--- src/shared/clock_ctrl_pkg.sv ---
// shared constants and types for clock network control
package clock_ctrl_pkg;
    // network counts of the two device variants
    localparam int GLB_NETS = 8;
    localparam int RGN_NETS = 24;
    localparam int GLB_NETS_V2 = 4;
    localparam int RGN_NETS_V2 = 20;
    localparam bit VARIANT_TWO = 1'b0;
    localparam int PIN_COUNT = 4;
    localparam int PLL_CNT = 7;
    // packed source vector: pins, then pll a counters, then pll b counters
    localparam int SRC_W = PIN_COUNT + 2 * PLL_CNT;
    localparam int SRC_PLL_A = PIN_COUNT;
    localparam int SRC_PLL_B = PIN_COUNT + PLL_CNT;
    // counter numbers used by the selectors
    localparam int CNT_ZERO = 0;
    localparam int CNT_ONE = 1;
    localparam int CNT_TWO = 2;
    localparam int CNT_THREE = 3;
    localparam int CNT_FOUR = 4;
    localparam int CNT_FIVE = 5;
    localparam int CNT_SIX = 6;
    // global network configuration word
    localparam int GCFG_W = 12;
    localparam int GCFG_PIN0 = 0;
    localparam int GCFG_PIN1 = 2;
    localparam int GCFG_IN2_PLL = 4;
    localparam int GCFG_IN2_CNT = 5;
    localparam int GCFG_IN3_PLL = 6;
    localparam int GCFG_IN3_CNT = 7;
    localparam int GCFG_LEFT = 8;
    localparam int GCFG_LEFT_C6 = 9;
    localparam int GCFG_USED = 10;
    localparam int GCFG_BYPASS = 11;
    // regional network configuration word
    localparam int RCFG_W = 6;
    localparam int RCFG_SRC = 0;
    localparam int RCFG_USED = 4;
    localparam int RCFG_BYPASS = 5;
    // external output pin configuration word
    localparam int ECFG_W = 6;
    localparam int ECFG_CNT = 0;
    localparam int ECFG_IOMUX = 2;
    localparam int ECFG_USED = 3;
    localparam int ECFG_REF = 4;
    // reset values
    localparam logic GATE_RST = 1'b1;
    localparam logic [GLB_NETS-1:0] GEN_RST = 8'hff;
    localparam logic [RGN_NETS-1:0] REN_RST = 24'hffffff;
    localparam logic [1:0] EXT_RST = 2'h1;
    // register offsets of the core-side controller
    localparam logic [7:0] REG_GSEL = 8'h00;
    localparam logic [7:0] REG_GEN = 8'h04;
    localparam logic [7:0] REG_REN = 8'h08;
    localparam logic [7:0] REG_EXT = 8'h0c;
    localparam logic [7:0] REG_GSTAT = 8'h10;
    localparam logic [7:0] REG_RSTAT = 8'h14;

    typedef enum logic [1:0] {
        SEL_PIN_A = 2'b00,
        SEL_PIN_B = 2'b01,
        SEL_PLL_EVEN = 2'b10,
        SEL_PLL_ODD = 2'b11
    } source_select_t;

    typedef enum logic {
        CFG_LOAD = 1'b0,
        CFG_USER = 1'b1
    } cfg_phase_t;
endpackage : clock_ctrl_pkg

--- src/shared/clock_ctrl_if.sv ---
// interface between core logic and the clock network control
`timescale 1ns/100ps
interface clock_ctrl_if;
    import clock_ctrl_pkg::*;
    logic [GLB_NETS-1:0][1:0] source_select;
    logic [GLB_NETS-1:0] glb_enable;
    logic [RGN_NETS-1:0] rgn_enable;
    logic ext_enable;
    logic ext_io_data;
    logic [GLB_NETS-1:0] global_clock_network;
    logic [RGN_NETS-1:0] regional_clock_network;

    modport device (
        input source_select, glb_enable, rgn_enable, ext_enable, ext_io_data,
        output global_clock_network, regional_clock_network
    );
    modport core (
        output source_select, glb_enable, rgn_enable, ext_enable, ext_io_data,
        input global_clock_network, regional_clock_network
    );
endinterface : clock_ctrl_if

--- src/design/clock_network_control.sv ---
// device end: per-network source select, gating and external pin output
//
// Overview of operation
// - first variant: 24 regional, eight global networks
// - second variant: 20 regional, four global networks
// - only counters zero to three reach global inputs two, three
// - center references direct, corner references 4:1 muxed
// - each network has its own control instance
// - two-bit select picks one of four inputs
// - inputs zero, one take any same-side pin
// - input two from counter zero or two
// - input three from counter one or three
// - left side: counters four/six, and five
// - regional source fixed by configuration only
// - static selects ignore changes in user mode
// - powered-down network delivers no clock
// - unused networks held down from user start
// - per-network enable applied synchronously to clock
// - gating works with or without a pll
// - external output pin has its own enable
// - pin mux picks internal signal or clock
// - dynamic sources should share one side
// - switch between plls, or pins and plls
// - enable sampled on falling gated-clock edge
// - bypassable sync register on enable path
// - gating never touches pll feedback counters
//
// The implementer's own choices: the strobed register port and the register addresses.
`timescale 1ns/100ps
module clock_network_control
    import clock_ctrl_pkg::*;
(
    input wire logic clk,
    input wire logic nrst,
    input wire logic [PIN_COUNT-1:0] clock_pin,
    input wire logic [PLL_CNT-1:0] pll_a_counter,
    input wire logic [PLL_CNT-1:0] pll_b_counter,
    input wire logic [GLB_NETS-1:0][GCFG_W-1:0] cfg_global,
    input wire logic [RGN_NETS-1:0][RCFG_W-1:0] cfg_regional,
    input wire logic [ECFG_W-1:0] cfg_ext,
    clock_ctrl_if.device core_if,
    output logic pll_external_output_pin,
    output logic [PIN_COUNT-1:0] center_pll_reference,
    output logic corner_pll_reference
);
    localparam int GLB_LIMIT = VARIANT_TWO ? GLB_NETS_V2 : GLB_NETS;
    localparam int RGN_LIMIT = VARIANT_TWO ? RGN_NETS_V2 : RGN_NETS;

    logic [SRC_W-1:0] sync1_r;
    logic [SRC_W-1:0] sync2_r;
    logic [SRC_W-1:0] sync3_r;
    logic [SRC_W-1:0] level_r;
    cfg_phase_t phase_r;
    logic [GLB_NETS-1:0][GCFG_W-1:0] gcfg_r;
    logic [RGN_NETS-1:0][RCFG_W-1:0] rcfg_r;
    logic [ECFG_W-1:0] ecfg_r;
    logic [GLB_NETS-1:0][1:0] sel_r;
    logic ext_gated;
    logic ext_pin_r;
    logic [PIN_COUNT-1:0] center_ref_r;
    logic corner_ref_r;
    wire logic [SRC_W-1:0] raw_src;
    wire logic [SRC_W-1:0] agree;
    wire logic [PIN_COUNT-1:0] pins;
    wire logic [PLL_CNT-1:0] pll_a;
    wire logic [PLL_CNT-1:0] pll_b;

    // every source arrives from outside this clock: three-stage sampling
    assign raw_src = {pll_b_counter, pll_a_counter, clock_pin};
    assign agree = ~(sync2_r ^ sync3_r);
    always_ff @(posedge clk or negedge nrst) begin
        if (!nrst) begin
            sync1_r <= '0;
            sync2_r <= '0;
            sync3_r <= '0;
            level_r <= '0;
        end else begin
            sync1_r <= raw_src;
            sync2_r <= sync1_r;
            sync3_r <= sync2_r;
            level_r <= (agree & sync3_r) | (~agree & level_r);
        end
    end

    assign pins = level_r[PIN_COUNT-1:0];
    assign pll_a = level_r[SRC_PLL_A +: PLL_CNT];
    assign pll_b = level_r[SRC_PLL_B +: PLL_CNT];

    // configuration bits caught once after reset, then frozen
    always_ff @(posedge clk or negedge nrst) begin
        if (!nrst) begin
            phase_r <= CFG_LOAD;
            gcfg_r <= '0;
            rcfg_r <= '0;
            ecfg_r <= '0;
        end else begin
            case (phase_r)
                CFG_LOAD: begin
                    gcfg_r <= cfg_global;
                    rcfg_r <= cfg_regional;
                    ecfg_r <= cfg_ext;
                    phase_r <= CFG_USER;
                end
                CFG_USER: begin
                    phase_r <= CFG_USER;
                end
                default: begin
                    phase_r <= CFG_LOAD;
                end
            endcase
        end
    end

    // dynamic select from core, registered once; same clock, no sync
    always_ff @(posedge clk or negedge nrst) begin
        if (!nrst) begin
            sel_r <= '0;
        end else begin
            sel_r <= core_if.source_select;
        end
    end

    // one control instance per global network
    genvar g;
    generate
        for (g = 0; g < GLB_NETS; g++) begin : glb
            localparam bit PERMIT = (g < GLB_LIMIT);
            wire logic left;
            wire logic [1:0] pin0_idx;
            wire logic [1:0] pin1_idx;
            wire logic [PLL_CNT-1:0] pll2;
            wire logic [PLL_CNT-1:0] pll3;
            wire logic [3:0] cand;
            wire logic src;
            // left side of first variant exists only there
            assign left = gcfg_r[g][GCFG_LEFT] & ~VARIANT_TWO;
            assign pin0_idx = gcfg_r[g][GCFG_PIN0 +: 2];
            assign pin1_idx = gcfg_r[g][GCFG_PIN1 +: 2];
            assign pll2 = gcfg_r[g][GCFG_IN2_PLL] ? pll_b : pll_a;
            assign pll3 = gcfg_r[g][GCFG_IN3_PLL] ? pll_b : pll_a;
            // inputs zero and one: same-side pins, or left-side counters
            assign cand[SEL_PIN_A] = left ?
                (gcfg_r[g][GCFG_LEFT_C6] ? pll_a[CNT_SIX] : pll_a[CNT_FOUR])
                : pins[pin0_idx];
            assign cand[SEL_PIN_B] = left ? pll_a[CNT_FIVE]
                : pins[pin1_idx];
            // inputs two and three: counters zero to three only
            assign cand[SEL_PLL_EVEN] = gcfg_r[g][GCFG_IN2_CNT] ?
                pll2[CNT_TWO] : pll2[CNT_ZERO];
            assign cand[SEL_PLL_ODD] = gcfg_r[g][GCFG_IN3_CNT] ?
                pll3[CNT_THREE] : pll3[CNT_ONE];
            assign src = cand[sel_r[g]];
            net_gate u_gate (
                .clk(clk),
                .nrst(nrst),
                .src(src),
                .enable(core_if.glb_enable[g]),
                .bypass(gcfg_r[g][GCFG_BYPASS]),
                .used(gcfg_r[g][GCFG_USED] & PERMIT),
                .net_out_r(core_if.global_clock_network[g])
            );
        end
    endgenerate

    // regional networks: source from frozen configuration only
    genvar r;
    generate
        for (r = 0; r < RGN_NETS; r++) begin : rgn
            localparam bit PERMIT = (r < RGN_LIMIT);
            wire logic [15:0] cand;
            wire logic src;
            assign cand = {pll_b[5:0], pll_a[5:0], pins};
            assign src = cand[rcfg_r[r][RCFG_SRC +: 4]];
            net_gate u_gate (
                .clk(clk),
                .nrst(nrst),
                .src(src),
                .enable(core_if.rgn_enable[r]),
                .bypass(rcfg_r[r][RCFG_BYPASS]),
                .used(rcfg_r[r][RCFG_USED] & PERMIT),
                .net_out_r(core_if.regional_clock_network[r])
            );
        end
    endgenerate

    // external pin: the sync register cannot be bypassed here
    net_gate u_ext_gate (
        .clk(clk),
        .nrst(nrst),
        .src(pll_a[ecfg_r[ECFG_CNT +: 2]]),
        .enable(core_if.ext_enable),
        .bypass(1'b0),
        .used(ecfg_r[ECFG_USED]),
        .net_out_r(ext_gated)
    );

    // pin io mux set by configuration: core data or gated clock
    always_ff @(posedge clk or negedge nrst) begin
        if (!nrst) begin
            ext_pin_r <= 1'b0;
        end else begin
            ext_pin_r <= ecfg_r[ECFG_IOMUX] ? ext_gated
                : core_if.ext_io_data;
        end
    end

    // pll references come straight from pins, ahead of any gate,
    // so feedback loops keep running while outputs are off
    always_ff @(posedge clk or negedge nrst) begin
        if (!nrst) begin
            center_ref_r <= '0;
            corner_ref_r <= 1'b0;
        end else begin
            center_ref_r <= pins;
            corner_ref_r <= pins[ecfg_r[ECFG_REF +: 2]];
        end
    end

    assign pll_external_output_pin = ext_pin_r;
    assign center_pll_reference = center_ref_r;
    assign corner_pll_reference = corner_ref_r;
endmodule : clock_network_control

--- src/design/net_gate.sv ---
// glitch-free enable gate for one clock network
`timescale 1ns/100ps
module net_gate
    import clock_ctrl_pkg::*;
(
    input wire logic clk,
    input wire logic nrst,
    input wire logic src,
    input wire logic enable,
    input wire logic bypass,
    input wire logic used,
    output logic net_out_r
);
    logic meta_r;
    logic src_d_r;
    logic gate_r;
    wire logic enable_eff;
    wire logic src_fall;

    // extra register lets core drive enable asynchronously
    assign enable_eff = bypass ? enable : meta_r;
    assign src_fall = src_d_r & ~src;

    // enable taken only on a falling source edge, so no runt pulse
    always_ff @(posedge clk or negedge nrst) begin
        if (!nrst) begin
            meta_r <= GATE_RST;
            src_d_r <= 1'b0;
            gate_r <= GATE_RST;
        end else begin
            meta_r <= enable;
            src_d_r <= src;
            if (src_fall) begin
                gate_r <= enable_eff;
            end
        end
    end

    // gating acts on the network itself; unused means held low
    always_ff @(posedge clk or negedge nrst) begin
        if (!nrst) begin
            net_out_r <= 1'b0;
        end else begin
            net_out_r <= used & gate_r & src;
        end
    end
endmodule : net_gate

--- src/flat_wrapper.sv ---
// flat-port wrapper written by rule: the top's interface ports become plain ports
module clock_network_control_flat import clock_ctrl_pkg::*;
  (clk, nrst, clock_pin, pll_a_counter, pll_b_counter, cfg_global, cfg_regional, cfg_ext, pll_external_output_pin, center_pll_reference, corner_pll_reference, core_if_source_select, core_if_glb_enable, core_if_rgn_enable, core_if_ext_enable, core_if_ext_io_data, core_if_global_clock_network, core_if_regional_clock_network);
  clock_ctrl_if core_if_i ();
  input wire logic clk;
  input wire logic nrst;
  input wire logic [PIN_COUNT-1:0] clock_pin;
  input wire logic [PLL_CNT-1:0] pll_a_counter;
  input wire logic [PLL_CNT-1:0] pll_b_counter;
  input wire logic [GLB_NETS-1:0][GCFG_W-1:0] cfg_global;
  input wire logic [RGN_NETS-1:0][RCFG_W-1:0] cfg_regional;
  input wire logic [ECFG_W-1:0] cfg_ext;
  output logic pll_external_output_pin;
  output logic [PIN_COUNT-1:0] center_pll_reference;
  output logic corner_pll_reference;
  input wire logic [$bits(core_if_i.source_select)-1:0] core_if_source_select;
  input wire logic [$bits(core_if_i.glb_enable)-1:0] core_if_glb_enable;
  input wire logic [$bits(core_if_i.rgn_enable)-1:0] core_if_rgn_enable;
  input wire logic [$bits(core_if_i.ext_enable)-1:0] core_if_ext_enable;
  input wire logic [$bits(core_if_i.ext_io_data)-1:0] core_if_ext_io_data;
  output wire logic [$bits(core_if_i.global_clock_network)-1:0] core_if_global_clock_network;
  output wire logic [$bits(core_if_i.regional_clock_network)-1:0] core_if_regional_clock_network;
  assign core_if_i.source_select = core_if_source_select;
  assign core_if_i.glb_enable = core_if_glb_enable;
  assign core_if_i.rgn_enable = core_if_rgn_enable;
  assign core_if_i.ext_enable = core_if_ext_enable;
  assign core_if_i.ext_io_data = core_if_ext_io_data;
  assign core_if_global_clock_network = core_if_i.global_clock_network;
  assign core_if_regional_clock_network = core_if_i.regional_clock_network;
  clock_network_control u_core (.clk(clk), .nrst(nrst), .clock_pin(clock_pin), .pll_a_counter(pll_a_counter), .pll_b_counter(pll_b_counter), .cfg_global(cfg_global), .cfg_regional(cfg_regional), .cfg_ext(cfg_ext), .core_if(core_if_i), .pll_external_output_pin(pll_external_output_pin), .center_pll_reference(center_pll_reference), .corner_pll_reference(corner_pll_reference));
endmodule
--- config.mk ---
export PLATFORM = sky130hd
export DESIGN_NAME = clock_network_control_flat
export DESIGN_NICKNAME = d
export VERILOG_FILES = /design/src/shared/clock_ctrl_pkg.sv /design/src/shared/clock_ctrl_if.sv /design/src/design/clock_network_control.sv /design/src/design/net_gate.sv /design/src/flat_wrapper.sv
export SDC_FILE = /design/constraint.sdc
export NUM_CORES = 1
export LEC_CHECK = 0
export BUFFER_PORTS_ARGS = -buffer_cell sky130_fd_sc_hd__buf_2
export CAP_MARGIN = 20
export CORE_MARGIN = 10
export CORE_UTILIZATION = 40
export DETAILED_ROUTE_END_ITERATION = 7
export PLACE_DENSITY = 0.62
export SLEW_MARGIN = 25
export SYNTH_ARGS = -nofsm -noshare
export SYNTH_HDL_FRONTEND = slang
export SYNTH_SLANG_ARGS = --single-unit
export TNS_END_PERCENT = 5
--- constraint.sdc ---
create_clock -name clk -period 2.1 [get_ports clk]
set_input_delay 0 -clock clk [delete_from_list [all_inputs] [get_ports clk]]
set_output_delay 0 -clock clk [all_outputs]
set_load 0.05 [all_outputs]
==> results.md <==
* First-pass GRT wire length at 98830 um
* Fin. Hold Viols at 0
* Crit end category: flop
* Fin area at 0.02940 mm^2
* Cell Area, Synth at 0.02142 mm^2
* Part of the Yosys area used for sequential elements at 0.5519
* Sw frac at 0.2725
* CTS buffer count at 50
* GPL Wtd Cong at 0.7846
* Worst Hold End: u_core.sel_r[7]
* Root Driver: clkbuf_16
* Yosys warnings at 0
* Critical Path RT at 2.61 ns
* Max Freq at 481.8 MHz
* Minimum clock period at 2.075 ns
* Startpoint Class: flop
* Starting density of the core at 0.4059
* Cell variety after synth at 38
* Combinational group share of total power at 0.211
* Cell chain of the critical path: buf_12 > mux4_1 > mux2_4 > nor3b_2 > a31oi_1 > mux2_1
* Dpl cell area at 0.02444 mm^2
* #FFs+latches synth at 469
* Vias/cell at 5.318
* Port Buffers at 352
* Reg power frac at 0.433
* Final cell count without fillers at 2820
* DP HPWL at 41730 um
* 1st-pass router iterations at 5
* RR Endpoint: u_core.rgn[2].u_gate.gate_r
* Syn_area_per_cell at 15.21 um^2
* Antenna Nets Post-Route at 0
* DR WL/cell at 22.73 um
* Worst slew margin at 0.5744
* Leakage at 12.85 nW
* Max_cap viols at 0
* Layout cells sized above 1 at 0.4767
* Core area at 0.05276 mm^2
* Nets at 2402
* Syn Inst Count at 1408
* WP data arrival at 2.59 ns
* Reg2Reg Setup Slack at 0.02 ns
* Hold Crit Class: primary input to flop
* Worst r2r path cells at 6
* WL final at 64110 um
* Status: complete, no violations
* Vias post-DR at 14998
* Final Cycle Share at 0.9883
* Worst Tran Pin Value at 0.6384 ns
* P&R area growth vs syn at 37.30%
* # rows at 84
* Worst skew pair latency at 0.59 ns
* Worst Skew at 0.01397 ns
* RSZ-0062 raised after global routing: yes
* Slowest stage cell, crit path: mux4_1
* Worst path max stage delay at 0.51 ns
* Power Dens Cells at 901.4 mW/mm^2
* Clock share of power at 0.356
* Initial antenna violation count at 8
* Full die area at 0.06319 mm^2
* DRC at 0
* Clk slew on worst S/H paths at 0.06 ns
* Sw power at 7.222 mW
* Clk sink count at 469
* Hold Crit Start: core_if_source_select[7]
* Vias in the first global route at 16780
* Ports at 354
* Crit path max fanout at 19
* Final setup vio count at 0
* Slew Limit Fails at 0
* Chip Width at 251.4 um
* Placed insts at 2407
* Die extent in y at 251.4 um
* Syn Nets at 1724
* WS Path Type: flop to flop
* Most frequent cells in the layout: dfrtp_1, buf_2, dlygate4sd3_1
* Commonest non-fill, non-tap cell in the layout: dfrtp_1
* CTS tree: yes
* Largest net degree at the start of global routing at 105
* WHS Path Cells at 2
* Maximum vdd drop at 0.5558 mV
* Internal power at 19.28 mW
* Global route total overflow at 0
* Htree depth at 2
* Buffers inserted during post-CTS setup optimization at 0
* Tot GR Track Use at 0.2012
* 1st-iter DRT viols at 823
* Worst-case clock buffer depth at 3
==> cell type report <==
class                   instances  area [um^2]
well taps                     688        860.8
multi-input cells             814         9002
clock inverters                20        327.8
clock buffers                  73         1438
repair buffers                736         5866
fillers                      4143        23360
flip-flops and latches        469        11840
diodes                          5        12.51
inverters                      15        56.30
==> per-stage QoR <==
stage                     total power, mW  utilization  hold slack [ns]  setup slack [ns]  setup TNS, ns
after floorplan                     14.91            -          -0.2956            0.1856              0
after global placement              16.53       0.4633         -0.02473           0.06598              0
after detailed placement            16.68       0.4633         -0.01722           0.03082              0
after CTS                           26.69       0.5567          0.01455           0.01797              0
after global routing                27.67       0.5572          0.04919          -0.03780        -0.1353
final                               26.50       0.5573          0.05675           0.02463              0
==> how the worst max path moves through the flow <==
stage          startpoint                      endpoint  slack (ns)  cells after the start
2_1_floorplan        flop  u_core.rgn[10].u_gate.gate_r        0.19                      6
3_3_place_gp         flop   u_core.rgn[3].u_gate.gate_r        0.07                      6
3_5_place_dp         flop   u_core.rgn[2].u_gate.gate_r        0.03                      6
4_1_cts              flop  u_core.rgn[18].u_gate.gate_r        0.02                      6
5_1_grt              flop   u_core.rgn[4].u_gate.gate_r       -0.04                      6
6_report             flop   u_core.rgn[2].u_gate.gate_r        0.02                      6
==> registers in the layout, indices dropped and copies added, names as in the netlist, 4 cells and up, named ones only <==
signal                       count
u_core.center_pll_reference      4
u_core.ecfg_r                    6
u_core.gcfg_r                   96
u_core.glb.u_gate.gate_r         8
u_core.glb.u_gate.meta_r         8
u_core.glb.u_gate.net_out_r      8
u_core.glb.u_gate.src_d_r        8
u_core.rcfg_r                  144
u_core.rgn.u_gate.gate_r        24
u_core.rgn.u_gate.meta_r        24
u_core.rgn.u_gate.net_out_r     24
u_core.rgn.u_gate.src_d_r       24
u_core.sel_r                    16
u_core.sync1_r                  17
u_core.sync2_r                  17
u_core.sync3_r                  17
==> power by group through the flow <==
| stage | Clock [mW] | Combinational, mW | Sequential [mW] |
|---|---|---|---|
| after global placement | 0 | 4.99 | 11.5 |
| after CTS | 9.68 | 5.57 | 11.4 |
| after floorplan | 0 | 3.56 | 11.4 |
| after detailed placement | 0 | 5.09 | 11.6 |
| final | 9.44 | 5.60 | 11.5 |
| after global routing | 10.0 | 6.01 | 11.6 |
==> critical path, delay by kind of cell, from the launching register on <==
family                 cells  cell delay (ns)
DFF                        1             0.45
muxes                      3             1.12
AOI/OAI and AO/OA          1             0.06
and+or+nand+nor            1             0.18
buffers and inverters      1             0.17
==> cells in the mapped netlist, drive strengths merged <==
cell type	instances	area (um^2)
a211oi	14	105.1
a21oi	32	160.2
a22oi	14	105.1
a31oi	45	281.5
a32oi	1	8.760
and3	33	206.5
buf	50	329.1
clkbuf	60	227.7
conb	1	3.750
dfrtp	403	10080
dfstp	66	1734
inv	15	56.30
maj3	17	170.2
mux2	343	3900
mux2i	89	890.9
mux4	98	2293
nand2	2	7.510
nand2b	1	6.260
nand3	7	35.03
nand3b	8	60.06
nor2	39	146.4
nor2b	9	56.30
nor3	2	10.01
nor3b	25	292.8
nor4	8	50.05
nor4b	1	8.760
o211ai	1	7.510
o21ai	8	40.04
o22ai	1	6.260
o311ai	8	70.07
o41ai	7	61.31
==> logic make-up (layout without fill, tap and decap cells) <==
| kind of cell | after synthesis | after routing | synth area share |
|---|---|---|---|
| AND/OR/NAND/NOR | 135 | 135 | 0.04107 |
| buffers and inverters | 125 | 844 | 0.02863 |
| other | 1 | 6 | 0.0001751 |
| multiplexers | 530 | 530 | 0.3308 |
| flip-flops | 469 | 469 | 0.5519 |
| AO/OA/AOI/OAI | 131 | 131 | 0.03950 |
| adder cells (fa/ha/maj) | 17 | 17 | 0.007946 |
==> metal layers <==
metal	global-route usage	wire length (um)
met5	0	40
met4	0.06839	1872
met3	0.04653	4235
met2	0.3401	31710
met1	0.2501	26250
==> repair_timing <==
item                                    CTS  global route
endpoints found under the setup margin    0            22
hold endpoints to repair                656             0
hold buffers                            315             0
resized for setup                         0            23
Note: power is estimated with default switching activity, not from simulation.
